## config.mk

```make
export PLATFORM = sky130hd
export DESIGN_NAME = fieldbus_io_image_mapper
export DESIGN_NICKNAME = d
export VERILOG_FILES = /design/src/rtl/fieldbus_io_image_mapper_pkg.sv /design/src/rtl/fieldbus_io_image_mapper.sv
export VERILOG_INCLUDE_DIRS = /design/src /design/src/rtl
export SDC_FILE = /design/constraint.sdc
export NUM_CORES = 1
export LEC_CHECK = 0
export ABC_AREA = 0
export BUFFER_PORTS_ARGS = -buffer_cell sky130_fd_sc_hd__buf_2
export CAP_MARGIN = 20
export CORE_AREA = 2 2 234 236
export CTS_CLUSTER_DIAMETER = 150
export DETAILED_ROUTE_END_ITERATION = 8
export DIE_AREA = 0 0 236 238
export HOLD_SLACK_MARGIN = 0.02
export PLACE_DENSITY = 0.67
export SYNTH_ARGS = -nofsm -noshare
export SYNTH_HDL_FRONTEND = slang
export SYNTH_SLANG_ARGS = --single-unit
export TNS_END_PERCENT = 20
```

## constraint.sdc

```tcl
create_clock -name clock -period 2.1 [get_ports clock]
set_input_delay 0 -clock clock [delete_from_list [all_inputs] [get_ports clock]]
set_output_delay 0 -clock clock [all_outputs]
set_load 0.1 [all_outputs]
```

## src/rtl/fieldbus_io_image_mapper_params.svh

```systemverilog
// Constants of the fieldbus process-image mapper.
// Assumes one 25 MHz clock and the plain register port of the mapper.
// Functional notes
// - Slave answers only when addressed
// - Input bit number is eight times byte plus bit
// - Input bytes 0 to 2 feed inputs 0-23
// - Output bit position is output number modulo eight
// - Outputs 0-23 fill output bytes 0 to 2
// - Status byte 3 exists in output direction only, and only at the default 24 points
// - Status bits 0-4 mirror the five lamps
// - Status bit 5 flags active data exchange
// - Self start after power-on or controller reset
// - Both sides supervise the cyclic traffic
// - Mapped points extendable from 24 to 128
`ifndef FIELDBUS_IO_IMAGE_MAPPER_PARAMS_SVH
`define FIELDBUS_IO_IMAGE_MAPPER_PARAMS_SVH

`define CLOCK_MHZ 25
`define IMAGE_BITS 128
`define DEFAULT_POINTS 8'h18
`define MAX_POINTS 8'h80
`define STATUS_BYTE_INDEX 3

`define STATUS_OUTPUT_FAULT_BIT 0
`define STATUS_INPUT_FAULT_BIT 1
`define STATUS_FAULT_BIT 2
`define STATUS_DIAGNOSTIC_BIT 3
`define STATUS_RUN_BIT 4
`define STATUS_EXCHANGE_BIT 5

`define CONFIG_LOAD_TIME_US 100
`define CONFIG_LOAD_CYCLES (`CONFIG_LOAD_TIME_US * `CLOCK_MHZ)
`define WATCHDOG_TIME_US 10000
`define WATCHDOG_CYCLES_DEFAULT (`WATCHDOG_TIME_US * `CLOCK_MHZ)

`define REG_CONTROL 4'h0
`define REG_STATE 4'h4
`define REG_IRQ_STATUS 4'h8
`define REG_IRQ_MASK 4'hC

`define CONTROL_RESET 32'h00000018
`define IRQ_MASK_RESET 3'h0
`define IRQ_CYCLE_BIT 0
`define IRQ_ERROR_BIT 1
`define IRQ_TIMEOUT_BIT 2

`endif

```

## src/rtl/fieldbus_io_image_mapper_pkg.sv

```systemverilog
// Types of the fieldbus process-image mapper.
// Assumes the params header for all numeric constants.
package fieldbus_io_image_mapper_pkg;

	typedef enum logic [1:0] {
		st_loading,
		st_waiting,
		st_exchanging,
		st_timed_out
	} mapper_state_t;

endpackage : fieldbus_io_image_mapper_pkg

```

## src/rtl/fieldbus_io_image_mapper.sv

```systemverilog
// Process-image mapper between the safety controller's virtual points and the fieldbus cyclic data.
// Assumes the protocol engine runs on the same clock; controller signals arrive as pins.
//
// The register addresses and the address-and-strobe port were decided locally.
`timescale 1ns/1ps
`include "fieldbus_io_image_mapper_params.svh"

module fieldbus_io_image_mapper
	import fieldbus_io_image_mapper_pkg::*;
#(
	parameter int unsigned WATCHDOG_CYCLES = `WATCHDOG_CYCLES_DEFAULT
) (
	input wire logic clock,
	input wire logic reset_n,
	input wire logic ctrl_reset_n,
	input wire logic [`IMAGE_BITS-1:0] virtual_out,
	input wire logic output_fault_lamp,
	input wire logic input_fault_lamp,
	input wire logic fault_lamp,
	input wire logic diagnostic_lamp,
	input wire logic run_lamp,
	output logic [`IMAGE_BITS-1:0] virtual_in,
	input wire logic bus_rx_valid,
	input wire logic bus_rx_error,
	input wire logic [`IMAGE_BITS-1:0] bus_rx_data,
	input wire logic bus_tx_request,
	output logic bus_tx_valid,
	output logic [`IMAGE_BITS-1:0] bus_tx_data,
	output logic [7:0] bus_tx_status,
	output logic exchange_active,
	input wire logic [3:0] address,
	input wire logic [31:0] write_data,
	input wire logic write_strobe,
	input wire logic read_strobe,
	output logic [31:0] read_data,
	output logic irq
);

	localparam int unsigned LOAD_CYCLES = (`CONFIG_LOAD_CYCLES < 1) ? 1 : `CONFIG_LOAD_CYCLES;
	localparam int unsigned WD_CYCLES = (WATCHDOG_CYCLES < 1) ? 1 : WATCHDOG_CYCLES;

	// Synchronisers for controller pins: two stages for image and lamps, three for the reset pin
	logic [`IMAGE_BITS-1:0] vout_meta_reg;
	logic [`IMAGE_BITS-1:0] vout_sync_reg;
	logic [4:0] lamp_meta_reg;
	logic [4:0] lamp_sync_reg;
	logic [1:0] ctrl_rst_meta_reg;
	logic ctrl_rst_sync_reg;

	always_ff @(posedge clock or negedge reset_n) begin
		if (!reset_n) begin
			vout_meta_reg <= '0;
			vout_sync_reg <= '0;
		end else begin
			vout_meta_reg <= virtual_out;
			vout_sync_reg <= vout_meta_reg;
		end
	end

	// Lamp levels, ordered as the status byte
	wire [4:0] lamp_pins = {run_lamp, diagnostic_lamp, fault_lamp, input_fault_lamp, output_fault_lamp};

	always_ff @(posedge clock or negedge reset_n) begin
		if (!reset_n) begin
			lamp_meta_reg <= 5'h00;
			lamp_sync_reg <= 5'h00;
		end else begin
			lamp_meta_reg <= lamp_pins;
			lamp_sync_reg <= lamp_meta_reg;
		end
	end

	// Controller reset pin
	always_ff @(posedge clock or negedge reset_n) begin
		if (!reset_n) begin
			ctrl_rst_meta_reg <= 2'h0;
			ctrl_rst_sync_reg <= 1'b0;
		end else begin
			ctrl_rst_meta_reg <= {ctrl_rst_meta_reg[0], ctrl_reset_n};
			ctrl_rst_sync_reg <= ctrl_rst_meta_reg[1];
		end
	end

	// Controller reset edge: falling synced level
	logic ctrl_rst_prev_reg;
	wire ctrl_reset_seen = ctrl_rst_prev_reg & ~ctrl_rst_sync_reg;
	wire ctrl_in_reset = ~ctrl_rst_sync_reg;

	// Register decode
	wire sel_control = (address == `REG_CONTROL);
	wire sel_state = (address == `REG_STATE);
	wire sel_irq_status = (address == `REG_IRQ_STATUS);
	wire sel_irq_mask = (address == `REG_IRQ_MASK);
	wire wr_control = write_strobe & sel_control;
	wire wr_irq_status = write_strobe & sel_irq_status;
	wire wr_irq_mask = write_strobe & sel_irq_mask;

	// Number of mapped points, clamped to the legal range
	logic [7:0] points_reg;
	logic [7:0] points_next;
	wire [7:0] points_req = write_data[7:0];
	wire points_low = (points_req < `DEFAULT_POINTS);
	wire points_high = (points_req > `MAX_POINTS);
	assign points_next = points_low ? `DEFAULT_POINTS : points_high ? `MAX_POINTS : points_req;

	// Mask of configured point numbers, bit n is byte n/8 bit n%8
	logic [`IMAGE_BITS-1:0] point_mask;
	genvar gi;
	generate
		for (gi = 0; gi < `IMAGE_BITS; gi = gi + 1) begin : g_mask
			assign point_mask[gi] = (8'(gi) < points_reg);
		end
	endgenerate

	// Sequencer
	mapper_state_t state_reg;
	mapper_state_t state_next;
	logic [$clog2(LOAD_CYCLES+1)-1:0] load_cnt_reg;
	logic [$clog2(WD_CYCLES+1)-1:0] wd_cnt_reg;
	wire load_done = (load_cnt_reg == ($clog2(LOAD_CYCLES+1))'(LOAD_CYCLES - 1));
	wire wd_expired = (wd_cnt_reg == ($clog2(WD_CYCLES+1))'(WD_CYCLES - 1));
	wire rx_good = bus_rx_valid & ~bus_rx_error;
	wire rx_bad = bus_rx_valid & bus_rx_error;
	wire running = (state_reg == st_waiting) | (state_reg == st_exchanging) | (state_reg == st_timed_out);

	// Transition and counter restart terms
	wire leave_loading = load_done & ~ctrl_in_reset;
	wire lose_exchange = rx_bad | wd_expired;
	wire restart_load = ctrl_reset_seen | ctrl_in_reset;
	wire load_clear = (state_reg != st_loading);
	wire wd_clear = (state_reg != st_exchanging) | rx_good;

	// State code as software sees it
	logic [1:0] state_code;
	always_comb begin
		state_code = 2'h0;
		unique case (state_reg)
			st_loading: state_code = 2'h0;
			st_waiting: state_code = 2'h1;
			st_exchanging: state_code = 2'h2;
			st_timed_out: state_code = 2'h3;
		endcase
	end

	always_comb begin
		state_next = state_reg;
		unique case (state_reg)
			st_loading: begin
				if (leave_loading) begin
					state_next = st_waiting;
				end
			end
			st_waiting: begin
				if (rx_good) begin
					state_next = st_exchanging;
				end
			end
			st_exchanging: begin
				if (lose_exchange) begin
					state_next = st_timed_out;
				end
			end
			st_timed_out: begin
				if (rx_good) begin
					state_next = st_exchanging;
				end
			end
		endcase
		if (restart_load) begin
			state_next = st_loading;
		end
	end

	always_ff @(posedge clock or negedge reset_n) begin
		if (!reset_n) begin
			state_reg <= st_loading;
			ctrl_rst_prev_reg <= 1'b0;
		end else begin
			state_reg <= state_next;
			ctrl_rst_prev_reg <= ctrl_rst_sync_reg;
		end
	end

	// Point count, written through the control register
	always_ff @(posedge clock or negedge reset_n) begin
		if (!reset_n) begin
			points_reg <= `DEFAULT_POINTS;
		end else if (wr_control) begin
			points_reg <= points_next;
		end
	end

	always_ff @(posedge clock or negedge reset_n) begin
		if (!reset_n) begin
			load_cnt_reg <= '0;
		end else if (load_clear) begin
			load_cnt_reg <= '0;
		end else if (!load_done) begin
			load_cnt_reg <= load_cnt_reg + 1'b1;
		end
	end

	// Watchdog restarts on each good cycle
	always_ff @(posedge clock or negedge reset_n) begin
		if (!reset_n) begin
			wd_cnt_reg <= '0;
		end else if (wd_clear) begin
			wd_cnt_reg <= '0;
		end else if (!wd_expired) begin
			wd_cnt_reg <= wd_cnt_reg + 1'b1;
		end
	end

	// Input image applied whole, cleared when exchange is lost
	logic [`IMAGE_BITS-1:0] virtual_in_next;
	wire [`IMAGE_BITS-1:0] rx_image = bus_rx_data & point_mask;
	wire take_rx = running & rx_good;
	wire keep_rx = (state_next == st_exchanging);

	assign virtual_in_next = take_rx ? rx_image : keep_rx ? virtual_in : '0;

	always_ff @(posedge clock or negedge reset_n) begin
		if (!reset_n) begin
			virtual_in <= '0;
		end else begin
			virtual_in <= virtual_in_next;
		end
	end

	// Output image and status byte, answered only on request
	wire exchange_now = (state_reg == st_exchanging);
	logic [7:0] status_byte;

	// Status byte, lamps then exchange flag
	always_comb begin
		status_byte = 8'h00;
		status_byte[`STATUS_OUTPUT_FAULT_BIT] = lamp_sync_reg[`STATUS_OUTPUT_FAULT_BIT];
		status_byte[`STATUS_INPUT_FAULT_BIT] = lamp_sync_reg[`STATUS_INPUT_FAULT_BIT];
		status_byte[`STATUS_FAULT_BIT] = lamp_sync_reg[`STATUS_FAULT_BIT];
		status_byte[`STATUS_DIAGNOSTIC_BIT] = lamp_sync_reg[`STATUS_DIAGNOSTIC_BIT];
		status_byte[`STATUS_RUN_BIT] = lamp_sync_reg[`STATUS_RUN_BIT];
		status_byte[`STATUS_EXCHANGE_BIT] = exchange_now;
	end

	wire default_layout = (points_reg == `DEFAULT_POINTS);
	wire [`IMAGE_BITS-1:0] vout_image = vout_sync_reg & point_mask;
	logic [`IMAGE_BITS-1:0] tx_image;
	always_comb begin
		tx_image = vout_image;
		if (default_layout) begin
			tx_image[`STATUS_BYTE_INDEX*8 +: 8] = status_byte;
		end
	end

	wire answer_now = bus_tx_request & running;

	// Answer pulse and exchange flag
	always_ff @(posedge clock or negedge reset_n) begin
		if (!reset_n) begin
			bus_tx_valid <= 1'b0;
			exchange_active <= 1'b0;
		end else begin
			bus_tx_valid <= answer_now;
			exchange_active <= (state_next == st_exchanging);
		end
	end

	// Snapshot taken only when the master fetches
	always_ff @(posedge clock or negedge reset_n) begin
		if (!reset_n) begin
			bus_tx_data <= '0;
			bus_tx_status <= 8'h00;
		end else if (answer_now) begin
			bus_tx_data <= tx_image;
			bus_tx_status <= status_byte;
		end
	end

	// Interrupt sources: good cycle, disturbed cycle, timeout
	wire irq_cycle_event = rx_good & running;
	wire irq_error_event = rx_bad & running;
	wire irq_timeout_event = exchange_now & wd_expired;
	logic [2:0] irq_events;
	logic [2:0] irq_status_reg;
	logic [2:0] irq_mask_reg;

	always_comb begin
		irq_events = 3'h0;
		irq_events[`IRQ_CYCLE_BIT] = irq_cycle_event;
		irq_events[`IRQ_ERROR_BIT] = irq_error_event;
		irq_events[`IRQ_TIMEOUT_BIT] = irq_timeout_event;
	end

	// Write one clears; an event in the same cycle wins
	wire [2:0] irq_clear = wr_irq_status ? write_data[2:0] : 3'h0;
	wire [2:0] irq_status_next = (irq_status_reg & ~irq_clear) | irq_events;
	wire [2:0] irq_mask_next = wr_irq_mask ? write_data[2:0] : irq_mask_reg;

	always_ff @(posedge clock or negedge reset_n) begin
		if (!reset_n) begin
			irq_status_reg <= 3'h0;
		end else begin
			irq_status_reg <= irq_status_next;
		end
	end

	always_ff @(posedge clock or negedge reset_n) begin
		if (!reset_n) begin
			irq_mask_reg <= `IRQ_MASK_RESET;
		end else begin
			irq_mask_reg <= irq_mask_next;
		end
	end

	always_ff @(posedge clock or negedge reset_n) begin
		if (!reset_n) begin
			irq <= 1'b0;
		end else begin
			irq <= |(irq_status_next & irq_mask_next);
		end
	end

	// Read mux, unmapped addresses read zero
	wire [31:0] read_control = {24'h000000, points_reg};
	wire [31:0] read_state = {24'h000000, exchange_now, 5'h00, state_code};
	wire [31:0] read_irq_status = {29'h00000000, irq_status_reg};
	wire [31:0] read_irq_mask = {29'h00000000, irq_mask_reg};

	wire [31:0] read_mux = sel_control ? read_control :
		sel_state ? read_state :
		sel_irq_status ? read_irq_status :
		sel_irq_mask ? read_irq_mask : 32'h00000000;

	always_ff @(posedge clock or negedge reset_n) begin
		if (!reset_n) begin
			read_data <= 32'h00000000;
		end else if (read_strobe) begin
			read_data <= read_mux;
		end else begin
			read_data <= 32'h00000000;
		end
	end

endmodule : fieldbus_io_image_mapper

```

---- Yosys cells after proc, flatten, opt, wreduce, memory -nomap -nowiden ----
Index checks and enable logic that the tools add are counted.
cells by class
  add/subtract/negate cells ............... 2
  muxes and demuxes ....................... 22
  bitwise gates (word level) .............. 24
  $lt $le $gt $ge ......................... 130
  reductions and logical operators ........ 5
  eq/ne operators ......................... 14
operator list
  kind                                                        count
  less-than comparator 7 x 8 -> 1 bit, first input constant   64
  AND 128 bit                                                 2
  less-than comparator 6 x 8 -> 1 bit, first input constant   32
  two-way mux 128 bit                                         2
  less-than comparator 5 x 8 -> 1 bit, first input constant   16
  less-than comparator 4 x 8 -> 1 bit, first input constant   8
  two-way mux 8 bit                                           5
  two-way mux 18 bit                                          2
  less-than comparator 3 x 8 -> 1 bit, first input constant   4
  two-way mux 32 bit                                          1
  two-way mux 12 bit                                          2
  adder 18 x 1 -> 18 bit, second input constant               1
  equality test 18 bit, second input constant                 1
  less-than comparator 1 x 8 -> 1 bit, first input constant   2
  less-than comparator 2 x 8 -> 1 bit, first input constant   2
  adder 12 x 1 -> 12 bit, second input constant               1
  equality test 12 bit, second input constant                 1
  two-way mux 3 bit                                           4
  AND 1 bit                                                   11
  equality test 4 bit, second input constant                  2
  equality test 8 x 5 -> 1 bit, second input constant         1
  > comparator 8 bit, second input constant                   1
  less-than comparator 8 x 5 -> 1 bit, second input constant  1
  two-way mux 2 bit                                           4
  17 further kinds                                            27
storage, ports and cells
  flip-flop bits (word level) ............. 613
  output and inout port bits .............. 299
  bits of input ports ..................... 305
  word-level logic and storage cells ...... 217

---- Depth between registers and ports, before layout ----
  depth after elaboration ................. 8
  gate-level depth with buffers ........... 9
  gate-level depth less buffers ........... 5

---- Worst setup path after synthesis ----
OpenSTA, ideal clock, no wires.
  path type ............................... reg-to-reg
  start point ............................. register load_cnt_reg[0]
  end point ............................... register state_reg[0]
  buffers on the path ..................... 1
  slack ................................... 0.092 ns
  data arrival time ....................... 1.926 ns
  cell stages (with the launch flop) ...... 7
  data required time ...................... 2.018 ns
  path through ............................ dfrtp_1 > ha_1 > or4bb_4 > or3_1 > buf_2 > a221o_1 > a31oi_1
on the way
  cells in the longest elaborated chain, start to end .. 5
RTL lines
  element                          RTL line                         RTL
  from (decl)                      fieldbus_io_image_mapper.sv:118  logic [$clog2(LOAD_CYCLES+1)-1:0] load_cnt_reg;
  from (signal assigned)           fieldbus_io_image_mapper.sv:199  load_cnt_reg <= load_cnt_reg + 1'b1;
  equality test 12 bit             fieldbus_io_image_mapper.sv:120  wire load_done = (load_cnt_reg == ($clog2(LOAD_CYCLES+1))'(LOAD_CYCLES - 1));
  AND 1 bit                        fieldbus_io_image_mapper.sv:127  wire leave_loading = load_done & ~ctrl_in_reset;
  two-way mux 2 bit                fieldbus_io_image_mapper.sv:149  if (leave_loading) begin
  case mux 2 bit (3 select lines)  fieldbus_io_image_mapper.sv:147  unique case (state_reg)
  two-way mux 2 bit                fieldbus_io_image_mapper.sv:169  if (restart_load) begin
  net state_next[0]                fieldbus_io_image_mapper.sv:117  mapper_state_t state_next;
  to (signal assigned)             fieldbus_io_image_mapper.sv:176  state_reg <= st_loading;
  to (signal assigned)             fieldbus_io_image_mapper.sv:179  state_reg <= state_next;
  to (decl)                        fieldbus_io_image_mapper.sv:116  mapper_state_t state_reg;
The timed path passes the listed nets, and every way through them passes these cells.
A chain may end at the register's enable or synchronous reset.

---- Worst setup path in the final report ----
  start point ............................. register wd_cnt_reg[13]
  end point ............................... register virtual_in[27]
on the way
  cells in the longest elaborated chain, start to end .. 7
RTL lines
  element                          RTL line                         RTL
  from (decl)                      fieldbus_io_image_mapper.sv:119  logic [$clog2(WD_CYCLES+1)-1:0] wd_cnt_reg;
  from (signal assigned)           fieldbus_io_image_mapper.sv:210  wd_cnt_reg <= wd_cnt_reg + 1'b1;
  equality test 18 bit             fieldbus_io_image_mapper.sv:121  wire wd_expired = (wd_cnt_reg == ($clog2(WD_CYCLES+1))'(WD_CYCLES - 1));
  OR 1 bit                         fieldbus_io_image_mapper.sv:128  wire lose_exchange = rx_bad | wd_expired;
  two-way mux 2 bit                fieldbus_io_image_mapper.sv:159  if (lose_exchange) begin
  case mux 2 bit (3 select lines)  fieldbus_io_image_mapper.sv:147
  two-way mux 2 bit                fieldbus_io_image_mapper.sv:169
  equality test 2 bit              fieldbus_io_image_mapper.sv:218  wire keep_rx = (state_next == st_exchanging);
  inequality test 2 bit (no line)  n/a
  to (signal assigned)             fieldbus_io_image_mapper.sv:226  virtual_in <= virtual_in_next;
  to (decl)                        fieldbus_io_image_mapper.sv:22   output logic [`IMAGE_BITS-1:0] virtual_in,
No other way between the ends.

==> metrics.md <==
| Metric | Value |
|---|---|
| Fin. max-slew vios | `0` |
| TritonCTS buffer count | `58` |
| DP Worst Slack | `-0.0165 ns` |
| TritonCTS sink count | `about 600` |
| TritonCTS clock tree | `yes` |
| Grt ovf | `0` |
| Cell variety after synth | `59` |
| Largest net degree at the start of global routing | `77` |
| Sequential area share after synthesis | `between 70% and 80%` |
| Vias in the first global route | `between 15000 and 20000` |
| Startpoint Class | `register` |
| Critical Path, Cell by Cell | `or4b_1 -> nor3_4 -> a21oi_4 -> buf_12 -> a32o_1` |
| Rel. slew slack | `between 50% and 60%` |
| DR WL/cell | `between 20 and 25 microns` |
| DRT Wirelength | `slightly below 80 mm` |
| Yosys top cell area share | `between 70% and 80%` |
| Met2 usage | `about 46%` |
| Top cell type by total area after synthesis | `dfrtp_1` |
| Slowest CP cell | `or4b_1` |
| Layout cells sized above 1 | `32.0%` |
| Worst Max-Slew Pin Slew | `0.708 ns` |
| Min-delay src | `virtual_out[122]` |
| Number of synthesized flops with an enable pin | `0` |
| Syn avg cell area | `between 10 and 15 sq um` |
| Initial antenna violation count | `5` |
| Core Region | `53500 sq um` |
| Crit-path max cell delay | `approximately 0.6 ns` |
| Peak supply drop | `between 0.0009 and 0.001 V` |
| Type of the worst min-delay path | `in -> reg` |
| All-Layer GR Usage | `27.1%` |
| Pleak | `roughly 15 nW` |
| Cells after Synth | `1523` |
| Reg2reg end | `virtual_in[27]` |
| Met3 Resource Use GR | `~5.7%` |
| Final min period | `slightly above 2 ns` |
| Max cap viols | `0` |
| First-pass GRT wire length | `114 mm` |
| Row Count | `between 80 and 90` |
| Top FF cell, synth | `dfrtp_1` |
| Worst setup margin | `0.0492 ns` |
| Layout area overhead | `49.4%` |
| PortBufs | `~550` |
| Final #Nets | `between 2000 and 3000` |
| RSZ-0062 raised after global routing | `no` |
| Hold Path Stages | `2` |
| Clock transition at the registers of the reported paths | `around 0.060 ns` |
| Final Hold Fails | `0` |
| Number of I/O pins | `between 600 and 700` |
| Synth top cells by count | `dfrtp_1 (586), nand2_1 (213), a32o_1 (155)` |
| Die width | `~240 microns` |
| Crit Path Max Fanout | `45` |
| Asr flop ratio synth | `100%` |
| Final HPWL DP | `51.5 mm` |
| PD cells | `between 800 and 900 nW/um^2` |
| Clock skew | `0.0262 ns` |
| Cells on worst reg2reg path | `5` |
| Hold Path Sink | `vout_meta_reg[122]` |
| Pre-Repair DR Iteration Count | `5` |
| Post-Synthesis Cell Area | `just over 20000 sq um` |
| Count leader, synth | `dfrtp_1` |
| Required time worst endpoint | `2.57 ns` |
| Post-route DRC | `0` |
| Worst EP arrival | `2.52 ns` |
| Fmax | `about 490 MHz` |
| Die area | `about 56000 sq um` |
| Vias after detailed routing | `between 15000 and 20000` |
| Final worst-path cycle share | `~98%` |
| Vias per cell | `5.25` |
| Crit Reg-Reg Startpoint | `wd_cnt_reg[13]` |
| Top cells by area, synth | `dfrtp_1 (72%), a32o_1 (7.6%), nand2_1 (3.9%), o21ai_0 (1.6%), nand3_1 (1.6%)` |
| Longest Clk Path Bufs | `3` |
| Chip Height | `between 200 and 250 microns` |
| Starting density of the core | `38.2%` |
| Overall power | `approximately 26 mW` |
| Status | `completed` |
| GR met1 Demand/Resource | `33.0%` |
| Crit end category | `register` |
| FF+latch count, synth | `a little under 600` |
| Initial DRC count | `1180` |
| Final count of negative-setup-slack endpoints | `0` |
| Yosys warnings | `0` |
| GRT Max-Usage Layer | `met2` |
| Flop2flop setup slack | `roughly 0.049 ns` |
| Worst-Skew Late Latency | `roughly 0.6 ns` |
| Worst setup path category | `reg -> reg` |
| Htree depth | `2` |
| Clock root buffer | `clkbuf_16` |
| RD Place Congestion | `0.860` |
| ANT nets after route | `0` |
[cells in the final DEF (no fill, tap or decap), drive strengths merged, types with 5 or more instances in the layout]
cell / n
inv: 19
conb: 26
diode: 7
dfrtp: 586
a31o: 21
or3: 8
o21bai: 7
o221ai: 5
a21oi: 26
nor4: 7
dlygate4sd3: 357
nand2: 213
buf: 667
and2: 28
nor2: 52
a31oi: 8
clkbuf: 83
or2: 5
and3: 6
nor3: 16
bufinv: 8
nand3: 64
o21ai: 67
xnor2: 16
nand2b: 16
a22o: 17
mux2i: 9
clkinv: 13
nor2b: 8
a32o: 155
o2bb2ai: 8
nand4: 8
[worst max path at each step]
| stage | startpoint | to | slack [ns] | cells past startpoint |
|---|---|---|---|---|
| CTS | points_reg[3] | bus_tx_data[126] | 0.004 | 5 |
| global placement | points_reg[3] | bus_tx_data[126] | -0.006 | 5 |
| finish | wd_cnt_reg[13] | virtual_in[27] | 0.05 | 5 |
| floorplan | load_cnt_reg[0] | state_reg[0] | 0.09 | 6 |
| detailed placement | wd_cnt_reg[4] | virtual_in[31] | -0.02 | 5 |
| global route | address[2] | points_reg[1] | 0.002 | 7 |
[cells by family after synthesis]
kind of cell / share of synthesized area, %
buffers and inverters: 3.03
adder cells (fa/ha/maj): 0.123
flip-flops: 72.1
multiplexers: 0.496
AND/OR/NAND/NOR: 10.1
XOR/XNOR: 0.772
other: 0.0184
AO/OA/AOI/OAI: 13.3
[worst max-delay path: cells and delay by family, from the launching register on]
family | cells | cell delay, ns
AO/OA/AOI/OAI | 2 | 0.44
buffers and inverters | 1 | 0.22
flip-flops | 1 | 0.42
AND/OR/NAND/NOR | 2 | 0.80
[metal layers]
metal	vias up	wire, microns
met5	-	0
met4	0	3240
met3	184	5440
met2	884	38400
met1	8671	29900
li1	7430	-
[layout make-up]
type,count,area [sq um]
Clock inverter,24,365
Clock buffer,83,1700
Timing Repair Buffer,1024,7450
Tap cell,696,871
Multi-Input combinational cell,833,5310
Antenna cell,7,17.5
Fill cell,4181,23000
Sequential cell,588,14700
Inverter,18,68.8
[metrics by stage]
| stage | utilization (%) | hold WS, ns | instance area, sq um | cells | setup TNS [ns] |
|---|---|---|---|---|---|
| finish | 57.0 | 0.0263 | 30500 | 3273 | 0 |
| global route | 57.0 | 0.0219 | 30500 | 3272 | 0 |
| CTS | 56.9 | 0.0203 | 30400 | 3265 | 0 |
| detailed placement | 46.3 | 0.0246 | 24800 | 2799 | -0.0775 |
| global placement | 46.3 | 0.0234 | 24800 | 2799 | -0.00572 |
| floorplan | - | -0.296 | 20500 | 1548 | 0 |
[power breakdown]
group	switching [mW]	leakage [nW]	total (mW)	internal (mW)
sequential	0.150	7.55	11.8	11.7
clock	4.50	1.01	11.1	6.62
combinational	2.17	6.47	3.48	1.30
total	6.82	15.0	26.4	19.6
[what timing repair did]
item | 4_1_cts | 5_1_grt
endpoints found under the setup margin | 59 | 90
buffers inserted | 0 | 1
hold buffers | 359 | 0
resized for setup | 2 | 6
hold endpoints to repair | 879 | 0
pin swaps | 0 | 1
Power figures use the tool's default switching activity.
